[src/rtl/ulmc_pkg.sv]
// Package for the dual-channel line and modem control block.
// Assumes an APB master on the same clock and a 32-bit data path.
package ulmc_pkg;
    localparam int NUM_CH = 2;
    localparam logic [7:0] ADDR_W = 8'h08;
    // Register byte addresses; channel B sits one block above channel A.
    localparam logic [7:0] OFF_LFC = 8'h00;
    localparam logic [7:0] OFF_MLC = 8'h04;
    localparam logic [7:0] OFF_EFG = 8'h08;
    localparam logic [7:0] OFF_PFS = 8'h0C;
    localparam logic [7:0] OFF_PLR = 8'h10;
    localparam logic [7:0] OFF_STS = 8'h14;
    localparam logic [7:0] CH_STRIDE = 8'h20;
    localparam logic [7:0] CH_MASK = 8'h1F;
    // Line format fields.
    localparam int LFC_DLAB = 7;
    localparam int LFC_BRK = 6;
    localparam int LFC_FORCE = 5;
    localparam int LFC_EVEN = 4;
    localparam int LFC_PEN = 3;
    localparam int LFC_STOP = 2;
    // Modem line control fields.
    localparam int MLC_PRESC = 7;
    localparam int MLC_IR = 6;
    localparam int MLC_XANY = 5;
    localparam int MLC_LOOP = 4;
    localparam int MLC_TRIG = 2;
    localparam int MLC_RTS = 1;
    localparam int MLC_DTR = 0;
    localparam logic [7:0] MLC_GATED = 8'hE4;
    localparam logic [7:0] MLC_WMASK = 8'hF7;
    localparam int EFG_EN = 4;
    localparam int PFS_DTR_SEL = 1;
    localparam int PFS_AUTO_RTS = 2;
    localparam int PIN_FIVE = 5;
    localparam int PIN_ONE = 1;
    localparam logic [7:0] RST_BYTE = 8'h00;
    localparam logic [1:0] PRESC_LAST = 2'h3;
    typedef struct packed {
        logic [3:0] data_bits;
        logic parity_en;
        logic parity_val_fixed;
        logic parity_forced;
        logic parity_even;
        logic [1:0] stop_halves;
        logic break_tx;
        logic divisor_access;
    } ulmc_fmt_t;
    typedef struct packed {
        logic baud_tick_en;
        logic infrared;
        logic resume_any;
        logic loopback;
        logic trig_access;
    } ulmc_mode_t;
endpackage

[src/rtl/ulmc_top.sv]
// Line format and modem control registers for both serial channels.
// Assumes an APB master on clk; serial pins come from another domain.
//
// Contract
// [RULE1] Format bit 7 selects divisor access.
// [RULE2] Format bit 6 holds transmit low.
// [RULE3] Format bit 3 enables parity both ways.
// [RULE4] Parity disabled ignores bits five, four.
// [RULE5] Bit 4 picks odd or even.
// [RULE6] Bit 5 forces parity to inverse bit4.
// [RULE7] Bit 2 gives one, 1.5, two stops.
// [RULE8] Bits 1:0 give five to eight bits.
// [RULE9] Control bit 7 divides clock by four.
// [RULE10] Control bit 6 selects infrared mode.
// [RULE11] Control bit 5 enables resume on any.
// [RULE12] Control bit 4 loops transmit to receive.
// [RULE13] Loopback routes control bits into status.
// [RULE14] Control bit 2 opens trigger registers.
// [RULE15] Control bit 1 drives active-low request; code drives it from synchronised auto_rts_level instead when PFS bit 2 is set.
// [RULE16] Control bit 0 drives selected terminal pin; code drives both pins five and one when PFS bit 1 is set, else neither.
// [RULE17] Pin level writes ignored on terminal pin.
// [RULE18] Gated control bits need enhanced gate.
// [RULE19] Each channel keeps independent control copies.
`timescale 1ns/100ps
`default_nettype none
module ulmc_top #(
    parameter int NCH = ulmc_pkg::NUM_CH
) (
    input wire logic clk,
    input wire logic sys_rst,
    input wire logic psel,
    input wire logic penable,
    input wire logic pwrite,
    input wire logic [7:0] paddr,
    input wire logic [31:0] pwdata,
    output logic [31:0] prdata,
    output logic pready,
    output logic pslverr,
    input wire logic [NCH-1:0] tx_serial_in,
    input wire logic [NCH-1:0] rx_pin,
    input wire logic [NCH-1:0] auto_rts_level,
    output logic [NCH-1:0] tx_pin,
    output logic [NCH-1:0] rx_serial_out,
    output logic [NCH-1:0] rts_n,
    output logic [NCH-1:0] pin_five_out,
    output logic [NCH-1:0] pin_one_out,
    output logic [NCH-1:0] loop_status_four,
    output logic [NCH-1:0] loop_status_five,
    output ulmc_pkg::ulmc_fmt_t [NCH-1:0] fmt,
    output ulmc_pkg::ulmc_mode_t [NCH-1:0] mode
);
    logic [7:0] lfc_r [NCH];
    logic [7:0] mlc_r [NCH];
    logic [7:0] efg_r [NCH];
    logic [7:0] pfs_r [NCH];
    logic [7:0] plr_r [NCH];
    logic [1:0] presc_r [NCH];
    logic [NCH-1:0] rx_meta_r;
    logic [NCH-1:0] rx_sync_r;
    logic [NCH-1:0] arts_meta_r;
    logic [NCH-1:0] arts_sync_r;
    logic [31:0] prdata_nxt;
    logic wr_en;
    logic [7:0] reg_off;
    int unsigned ch_sel;
    logic ch_ok;

    // Word length code to bit count; shared by transmit and receive sides.
    function automatic logic [3:0] word_bits(input logic [1:0] code);
        word_bits = 4'h5 + {2'b00, code};
    endfunction

    // Writes land on the access phase only, so every access has no wait.
    assign pready = 1'b1;
    assign wr_en = psel && penable && pwrite;
    assign reg_off = paddr & ulmc_pkg::CH_MASK;
    assign ch_sel = 32'(paddr / ulmc_pkg::CH_STRIDE);
    assign ch_ok = ch_sel < NCH && (reg_off <= ulmc_pkg::OFF_STS) && (paddr[1:0] == 2'b00);
    assign pslverr = psel && penable && !ch_ok;

    always_ff @(posedge clk or posedge sys_rst) begin
        if (sys_rst) begin
            rx_meta_r <= '0;
            rx_sync_r <= '0;
            arts_meta_r <= '0;
            arts_sync_r <= '0;
        end else begin
            rx_meta_r <= rx_pin;
            rx_sync_r <= rx_meta_r;
            arts_meta_r <= auto_rts_level;
            arts_sync_r <= arts_meta_r;
        end
    end

    for (genvar c = 0; c < NCH; c++) begin : g_ch
        logic hit;
        logic [7:0] wbyte;
        logic dtr_on_five;
        logic dtr_on_one;
        assign hit = wr_en && ch_ok && (ch_sel == c);
        assign wbyte = pwdata[7:0];
        assign dtr_on_five = pfs_r[c][ulmc_pkg::PFS_DTR_SEL];
        assign dtr_on_one = pfs_r[c][ulmc_pkg::PFS_DTR_SEL];

        // [RULE19] Per-channel format copy.
        always_ff @(posedge clk or posedge sys_rst) begin
            if (sys_rst) begin
                lfc_r[c] <= ulmc_pkg::RST_BYTE;
            end else if (hit && reg_off == ulmc_pkg::OFF_LFC) begin
                lfc_r[c] <= wbyte;
            end
        end

        // [RULE18] Enhanced gate masks writes.
        always_ff @(posedge clk or posedge sys_rst) begin
            if (sys_rst) begin
                mlc_r[c] <= ulmc_pkg::RST_BYTE;
            end else if (hit && reg_off == ulmc_pkg::OFF_MLC) begin
                if (efg_r[c][ulmc_pkg::EFG_EN]) begin
                    mlc_r[c] <= wbyte & ulmc_pkg::MLC_WMASK;
                end else begin
                    mlc_r[c] <= ((wbyte & ulmc_pkg::MLC_WMASK) & ~ulmc_pkg::MLC_GATED)
                        | (mlc_r[c] & ulmc_pkg::MLC_GATED);
                end
            end
        end

        always_ff @(posedge clk or posedge sys_rst) begin
            if (sys_rst) begin
                efg_r[c] <= ulmc_pkg::RST_BYTE;
                pfs_r[c] <= ulmc_pkg::RST_BYTE;
                plr_r[c] <= ulmc_pkg::RST_BYTE;
            end else if (hit) begin
                if (reg_off == ulmc_pkg::OFF_EFG) begin
                    efg_r[c] <= wbyte;
                end
                if (reg_off == ulmc_pkg::OFF_PFS) begin
                    pfs_r[c] <= wbyte;
                end
                if (reg_off == ulmc_pkg::OFF_PLR) begin
                    plr_r[c] <= wbyte;
                end
            end
        end

        // [RULE9] Divide by four prescaler.
        always_ff @(posedge clk or posedge sys_rst) begin
            if (sys_rst) begin
                presc_r[c] <= 2'h0;
            end else begin
                presc_r[c] <= presc_r[c] + 2'h1;
            end
        end

        always_comb begin
            // [RULE8] Word length decode.
            fmt[c].data_bits = word_bits(lfc_r[c][1:0]);
            // [RULE3] Parity enable.
            fmt[c].parity_en = lfc_r[c][ulmc_pkg::LFC_PEN];
            // [RULE4] Parity kinds zeroed when off.
            fmt[c].parity_forced = lfc_r[c][ulmc_pkg::LFC_PEN] && lfc_r[c][ulmc_pkg::LFC_FORCE];
            // [RULE5] Odd or even.
            fmt[c].parity_even = lfc_r[c][ulmc_pkg::LFC_PEN] && lfc_r[c][ulmc_pkg::LFC_EVEN];
            // [RULE6] Forced value is inverse.
            fmt[c].parity_val_fixed = fmt[c].parity_forced && !lfc_r[c][ulmc_pkg::LFC_EVEN];
            // [RULE7] Stop length in half bits.
            if (!lfc_r[c][ulmc_pkg::LFC_STOP]) begin
                fmt[c].stop_halves = 2'd2;
            end else if (lfc_r[c][1:0] == 2'b00) begin
                fmt[c].stop_halves = 2'd3;
            end else begin
                fmt[c].stop_halves = 2'd0;
            end
            fmt[c].break_tx = lfc_r[c][ulmc_pkg::LFC_BRK];
            // [RULE1] Divisor latch select.
            fmt[c].divisor_access = lfc_r[c][ulmc_pkg::LFC_DLAB];
            // Presence of the whole tick vs quarter rate.
            mode[c].baud_tick_en = !mlc_r[c][ulmc_pkg::MLC_PRESC] || presc_r[c] == ulmc_pkg::PRESC_LAST;
            // [RULE10] Infrared select.
            mode[c].infrared = mlc_r[c][ulmc_pkg::MLC_IR];
            // [RULE11] Resume on any.
            mode[c].resume_any = mlc_r[c][ulmc_pkg::MLC_XANY];
            mode[c].loopback = mlc_r[c][ulmc_pkg::MLC_LOOP];
            // [RULE14] Trigger register access.
            mode[c].trig_access = mlc_r[c][ulmc_pkg::MLC_TRIG];
        end

        always_comb begin
            // [RULE2] Break forces line low; loopback keeps pin idle high.
            if (lfc_r[c][ulmc_pkg::LFC_BRK]) begin
                tx_pin[c] = 1'b0;
            end else if (mlc_r[c][ulmc_pkg::MLC_LOOP]) begin
                tx_pin[c] = 1'b1;
            end else begin
                tx_pin[c] = tx_serial_in[c];
            end
            // [RULE12] Internal loop to receiver.
            rx_serial_out[c] = mlc_r[c][ulmc_pkg::MLC_LOOP] ? (tx_serial_in[c] &&
                !lfc_r[c][ulmc_pkg::LFC_BRK]) : rx_sync_r[c];
            // [RULE15] Request output, active low.
            if (pfs_r[c][ulmc_pkg::PFS_AUTO_RTS]) begin
                rts_n[c] = arts_sync_r[c];
            end else begin
                rts_n[c] = !mlc_r[c][ulmc_pkg::MLC_RTS];
            end
            // [RULE16] Terminal-ready drive.
            // [RULE17] Pin level ignored.
            pin_five_out[c] = dtr_on_five ? !mlc_r[c][ulmc_pkg::MLC_DTR] : plr_r[c][ulmc_pkg::PIN_FIVE];
            pin_one_out[c] = dtr_on_one ? !mlc_r[c][ulmc_pkg::MLC_DTR] : plr_r[c][ulmc_pkg::PIN_ONE];
            // [RULE13] Loopback status routing.
            loop_status_four[c] = mlc_r[c][ulmc_pkg::MLC_LOOP] && mlc_r[c][ulmc_pkg::MLC_RTS];
            loop_status_five[c] = mlc_r[c][ulmc_pkg::MLC_LOOP] && mlc_r[c][ulmc_pkg::MLC_DTR];
        end
    end

    // Read data is registered, so it is valid in the access phase after setup.
    always_comb begin
        prdata_nxt = '0;
        if (ch_ok) begin
            case (reg_off)
                ulmc_pkg::OFF_LFC: prdata_nxt = {24'h0000_00, lfc_r[ch_sel]};
                ulmc_pkg::OFF_MLC: prdata_nxt = {24'h0000_00, mlc_r[ch_sel]};
                ulmc_pkg::OFF_EFG: prdata_nxt = {24'h0000_00, efg_r[ch_sel]};
                ulmc_pkg::OFF_PFS: prdata_nxt = {24'h0000_00, pfs_r[ch_sel]};
                ulmc_pkg::OFF_PLR: prdata_nxt = {24'h0000_00, plr_r[ch_sel]};
                ulmc_pkg::OFF_STS: prdata_nxt = {26'h000_0000, loop_status_five[ch_sel],
                    loop_status_four[ch_sel], 2'b00, rts_n[ch_sel], tx_pin[ch_sel]};
                default: prdata_nxt = '0;
            endcase
        end
    end

    always_ff @(posedge clk or posedge sys_rst) begin
        if (sys_rst) begin
            prdata <= '0;
        end else if (psel && !penable) begin
            prdata <= prdata_nxt;
        end
    end
endmodule
`default_nettype wire

[config.mk]
export PLATFORM = sky130hd
export DESIGN_NAME = ulmc_top
export DESIGN_NICKNAME = d
export VERILOG_FILES = /design/src/rtl/ulmc_pkg.sv /design/src/rtl/ulmc_top.sv
export SDC_FILE = /design/constraint.sdc
export NUM_CORES = 1
export LEC_CHECK = 0
export BUFFER_PORTS_ARGS = -buffer_cell sky130_fd_sc_hd__buf_2
export CAP_MARGIN = 40
export CORE_MARGIN = 3
export CORE_UTILIZATION = 53
export DETAILED_ROUTE_END_ITERATION = 10
export GPL_ROUTABILITY_DRIVEN = 0
export PLACE_DENSITY = 0.8
export SKIP_CTS_REPAIR_TIMING = 1
export SYNTH_ARGS = -nofsm -noshare
export SYNTH_HDL_FRONTEND = slang
export SYNTH_SLANG_ARGS = --single-unit
[constraint.sdc]
create_clock -name clk -period 3.85 [get_ports clk]
set_input_delay 0.1925 -clock clk [delete_from_list [all_inputs] [get_ports clk]]
set_output_delay 0.1925 -clock clk [all_outputs]
set_load 0.03 [all_outputs]
==> results <==
- The flow ran to the end, and the final reports show no timing, DRC or antenna violations.
- The launching element type of the critical path is an input pin.
- By area, the combinational part of the netlist is dominated by multiplexers.
- The maximum root-to-sink buffer count is 2.
- The analysis attributes to net switching a power of 482 µW.
- Setup repair after global routing left no endpoint under its margin.
- The first detailed-routing pass ran for 5 iterations.
- The reg-to-reg setup timing slack is 2290 ps.
- In this run the mean area of a mapped cell was 11.9 µm².
- The actual transition at the worst max-transition pin is 911 ps.
- The worst-path cell with the longest stage delay is sky130_fd_sc_hd__buf_2.
- Of the total synthesized cell area, the portion taken by AND, OR, NAND and NOR gates is 9.78%.
- In this run the worst path has a maximum fanout of 33.
- The max-slew headroom at the worst pin is 39.3%.
- Of all flip-flops after synthesis, the portion carrying an async set or reset was 100%.
- After detailed routing, the average wire length per cell comes to 18.9 µm.
- The classification of the worst setup path is in2reg.
- The part of the total power dissipated in the clock network is 35.2%.
- The die width is 104 µm.
- The worst vdd rail ir drop is 0.000292 V.
- The initial core utilization is 54.6%.
- Dividing the detail-routed via count by the number of cells gives 5.57.
- The endpoint of the most critical setup path is mlc_r[7]$_DFFE_PP0P_.
- Subtracting the final worst setup slack from the clock period gives 2210 ps.
- In this run the count of I/O pins placed on the die edge is 133.
- The largest net degree at the start of global routing is 49.
- Sorting the synthesized cells by area gives the leading types as sky130_fd_sc_hd__dfrtp_1 (48%), sky130_fd_sc_hd__mux2_2 (21%), sky130_fd_sc_hd__buf_4 (5.8%), sky130_fd_sc_hd__mux2i_1 (4.5%), sky130_fd_sc_hd__ha_1 (1.5%).
- The internal portion of the total power is 1.39 mW.
- Of the total power, registers draw 55.9%.
- The final core utilization is 60.9%.
- The most frequent cell after synthesis is sky130_fd_sc_hd__dfrtp_1.
- The global-route usage over all layers is 21.6%.
- The dominant synthesized flop cell is sky130_fd_sc_hd__dfrtp_1.
- The xor/xnor share of the synthesized area is 0%.
- The synthesized design spends more area on one cell type than any other, namely sky130_fd_sc_hd__dfrtp_1.
- The yosys synthesis warning count is 0.
- Traced cell by cell, the critical path runs through buf_2 -> buf_4 -> nand2_1 -> nor3_1 -> buf_2 -> mux2_2.
- In the routed design, unresolved DRC markers number 0.
- The clock tree synthesis step divided the H-tree into 3 levels.
- For this design the static power due to leakage is 2.89 nW.
- The number of setup violations in the final report is 0.
- The number of port buffers is 83.
- In this design, the stage delay of the slowest critical-path cell is 690 ps.
- Of the available clock period, the critical path in the final layout requires 57.5%.
- The critical path arrival is 2460 ps.
- In this run, synthesis inferred 0 flip-flops with an integrated enable.
- In this run the critical register-to-register path is launched from efg_r[4]$_DFFE_PP0P_.
- For this run, the post-layout net count is 551.
- The part of the Yosys area used for sequential elements is 48.4%.
- The count of nets left with antenna violations after detail routing is 0.
- Setup slack closes at 1640 ps.
- The via count of the first global-routing pass is 3,409.
- The first element of the critical path is paddr[5].
- The synthesized netlist occupies a cell area of 5060 µm².
- The first global-routing pass estimated 18,400 µm of wire.
- Across the routed clock network, the largest skew measured is 10.7 ps.
- The max-capacitance violation count is 0.
- Relative to the synthesized area, the layout overhead comes to 11.7%.
- The endpoint of the worst-slack reg-to-reg timing path is mlc_r[7]$_DFFE_PP0P_.
- The highest attainable clock frequency is 452 MHz.
- The post-placement setup slack is 1240 ps.
- After filler insertion, the fill cell instance count of the layout stands at 753.
- After technology mapping, the gate count stands at 425.
- The number of antenna violations at the first check in global routing is 0.
- The placement row count is 35.
- The cell area power density is 330 nW/µm².
- The floorplan step defined a die boundary enclosing 10,800 µm².
- The number of max-slew violations in the final report was 0.
- After clock tree synthesis, the clock-pin slew on the worst setup and hold paths is 90 ps.
- The number of clock buffers inserted by TritonCTS is 9.
- The root buffer cell chosen for the clock tree is sky130_fd_sc_hd__clkbuf_8.
- The number of distinct library cells after synthesis is 46.
- The later pin in the worst-skew pair is clocked with a latency of 360 ps.
- The combinational share of power is 8.9%.
- Including well taps, the total number of placed cells is 607.
- The number of sinks driven by the clock tree is 98.
- The depth of the most critical reg-to-reg path is 4.
- The number of DRC markers after the initial detailed-route iteration is 287.
- Among the stages of the critical path, the cell type that occurs most often is sky130_fd_sc_hd__buf_2.
- The area of the multi-input gates is 2270 µm².
- The share of layout cells above drive strength 1 is 42.5%.
- The final layout contains routed wiring with a total length of 11,900 µm.
- The switching part of the total is 25.8%.
- In this run the biggest area consumer among cell types represents 48.4% of the synthesized area.
- The sequential standard cell area is 2450 µm².
- The TritonCTS clock tree is built.
- The area fraction in compound gates after synthesis is 5.98%.
- The final hold violation count is 0.
- Hold is met by 167 ps.
- The required time at the worst-slack endpoint is 4100 ps.
- The floorplan step set the die height to 104 µm.
- After floorplanning, the core was sized to cover 9280 µm².
- In this run, synthesis produced a sequential element count of 98.
- The total vias in the final route is 3,499.
- Summed over all layers, the global routing overflow is 0.
- The number of diodes added for antenna fixing is 0.
- Summing the areas of all fa, ha and maj instances in the mapped netlist gives 1.48% of the synthesized area.
- The class of the tightest hold or removal check is in2reg.
- The worst setup path is captured at a register.
- By count the netlist is led by sky130_fd_sc_hd__dfrtp_1 (98), sky130_fd_sc_hd__mux2_2 (94), sky130_fd_sc_hd__buf_4 (39).
- Measured against the total synthesized area, the mux share comes to 25.7%.
- After routing, the total negative slack on setup checks comes to 0 ps.
- The non-filler instance count after layout is 628.
- The HPWL after detailed placement is 8500 µm.
## power groups by stage
stage / clock [mW] / sequential, mW / combinational [mW]
2_1_floorplan: 0 / 1.07 / 0.128
3_3_place_gp: 0 / 1.06 / 0.155
3_5_place_dp: 0 / 1.06 / 0.161
4_1_cts: 0.670 / 1.04 / 0.162
5_1_grt: 0.711 / 1.05 / 0.178
6_report: 0.658 / 1.04 / 0.166
## metal layers
metal / GRT usage [%] / wire, µm
met5: 0 / 0
met3: 5.17 / 946
met2: 35.7 / 5760
met1: 28.9 / 4980
met4: 5.79 / 194
## layout by cell type (no fill, tap or decap), drive strengths merged, types with 2 or more instances in the layout
cell	n
nand3	3
a21oi	9
mux2i	23
a221oi	2
and2	11
or3	3
buf	90
nand2	12
ha	6
a222oi	4
nand3b	3
nand4	2
o21ai	10
o22a	5
inv	16
mux2	95
clkinvlp	2
nor2b	3
nor3	15
nor2	12
a31oi	5
o21bai	2
nor4	4
dlygate4sd3	5
conb	25
o211ai	2
nand2b	8
dfrtp	98
clkbuf	11
## state kept, by name, indices dropped and copies added, names as in the netlist
| signal | cells |
|---|---|
| pfs_r | 14 |
| prdata | 8 |
| g_ch.dtr_on_five | 2 |
| arts_sync_r | 2 |
| presc_r | 4 |
| rx_sync_r | 2 |
| rx_meta_r | 2 |
| efg_r | 16 |
| plr_r | 16 |
| mode | 8 |
| lfc_r | 10 |
| fmt | 6 |
| mlc_r | 6 |
| arts_meta_r | 2 |
## how the worst min path moves through the flow
stage	to	depth (start not counted)	startpoint	slack (ps)
2_1_floorplan	arts_meta_r[0]$_DFF_PP0_	0	auto_rts_level[0]	220
6_report	fmt[7]$_DFFE_PP0P_	2	pwdata[3]	170
4_1_cts	rx_meta_r[0]$_DFF_PP0_	2	sys_rst	-310
3_3_place_gp	rx_meta_r[0]$_DFF_PP0_	1	rx_pin[0]	300
5_1_grt	fmt[7]$_DFFE_PP0P_	2	pwdata[3]	170
3_5_place_dp	rx_meta_r[0]$_DFF_PP0_	2	sys_rst	80
## worst max-delay path: cells and delay by family
kind	cells	cell delay, ps
buffers and inverters	3	1350
AND/OR/NAND/NOR	2	560
multiplexers	1	340
## kinds of logic (layout without fill, tap and decap cells)
group / count (synthesis) / in the layout
multiplexers: 118 / 118
flip-flops: 98 / 98
AND/OR/NAND/NOR: 82 / 82
buffers and inverters: 75 / 126
AO/OA/AOI/OAI: 44 / 44
adder cells (fa/ha/maj): 6 / 6
other: 2 / 25
## cell type report
cell class	instances	share of cell area (%)
repair buffers	95	9.29
flip-flops and latches	98	43.3
clock inverters	5	1.11
clock buffers	11	2.32
well taps	129	2.85
multi-input cells	275	40.1
inverters	15	1.02
## per-stage QoR
step,cell area (µm²),power [mW]
floorplan,5150,1.20
global placement,5380,1.22
CTS,5610,1.88
global route,5660,1.93
detailed placement,5410,1.23
finish,5660,1.87
Note: power is estimated with default switching activity, not from simulation.
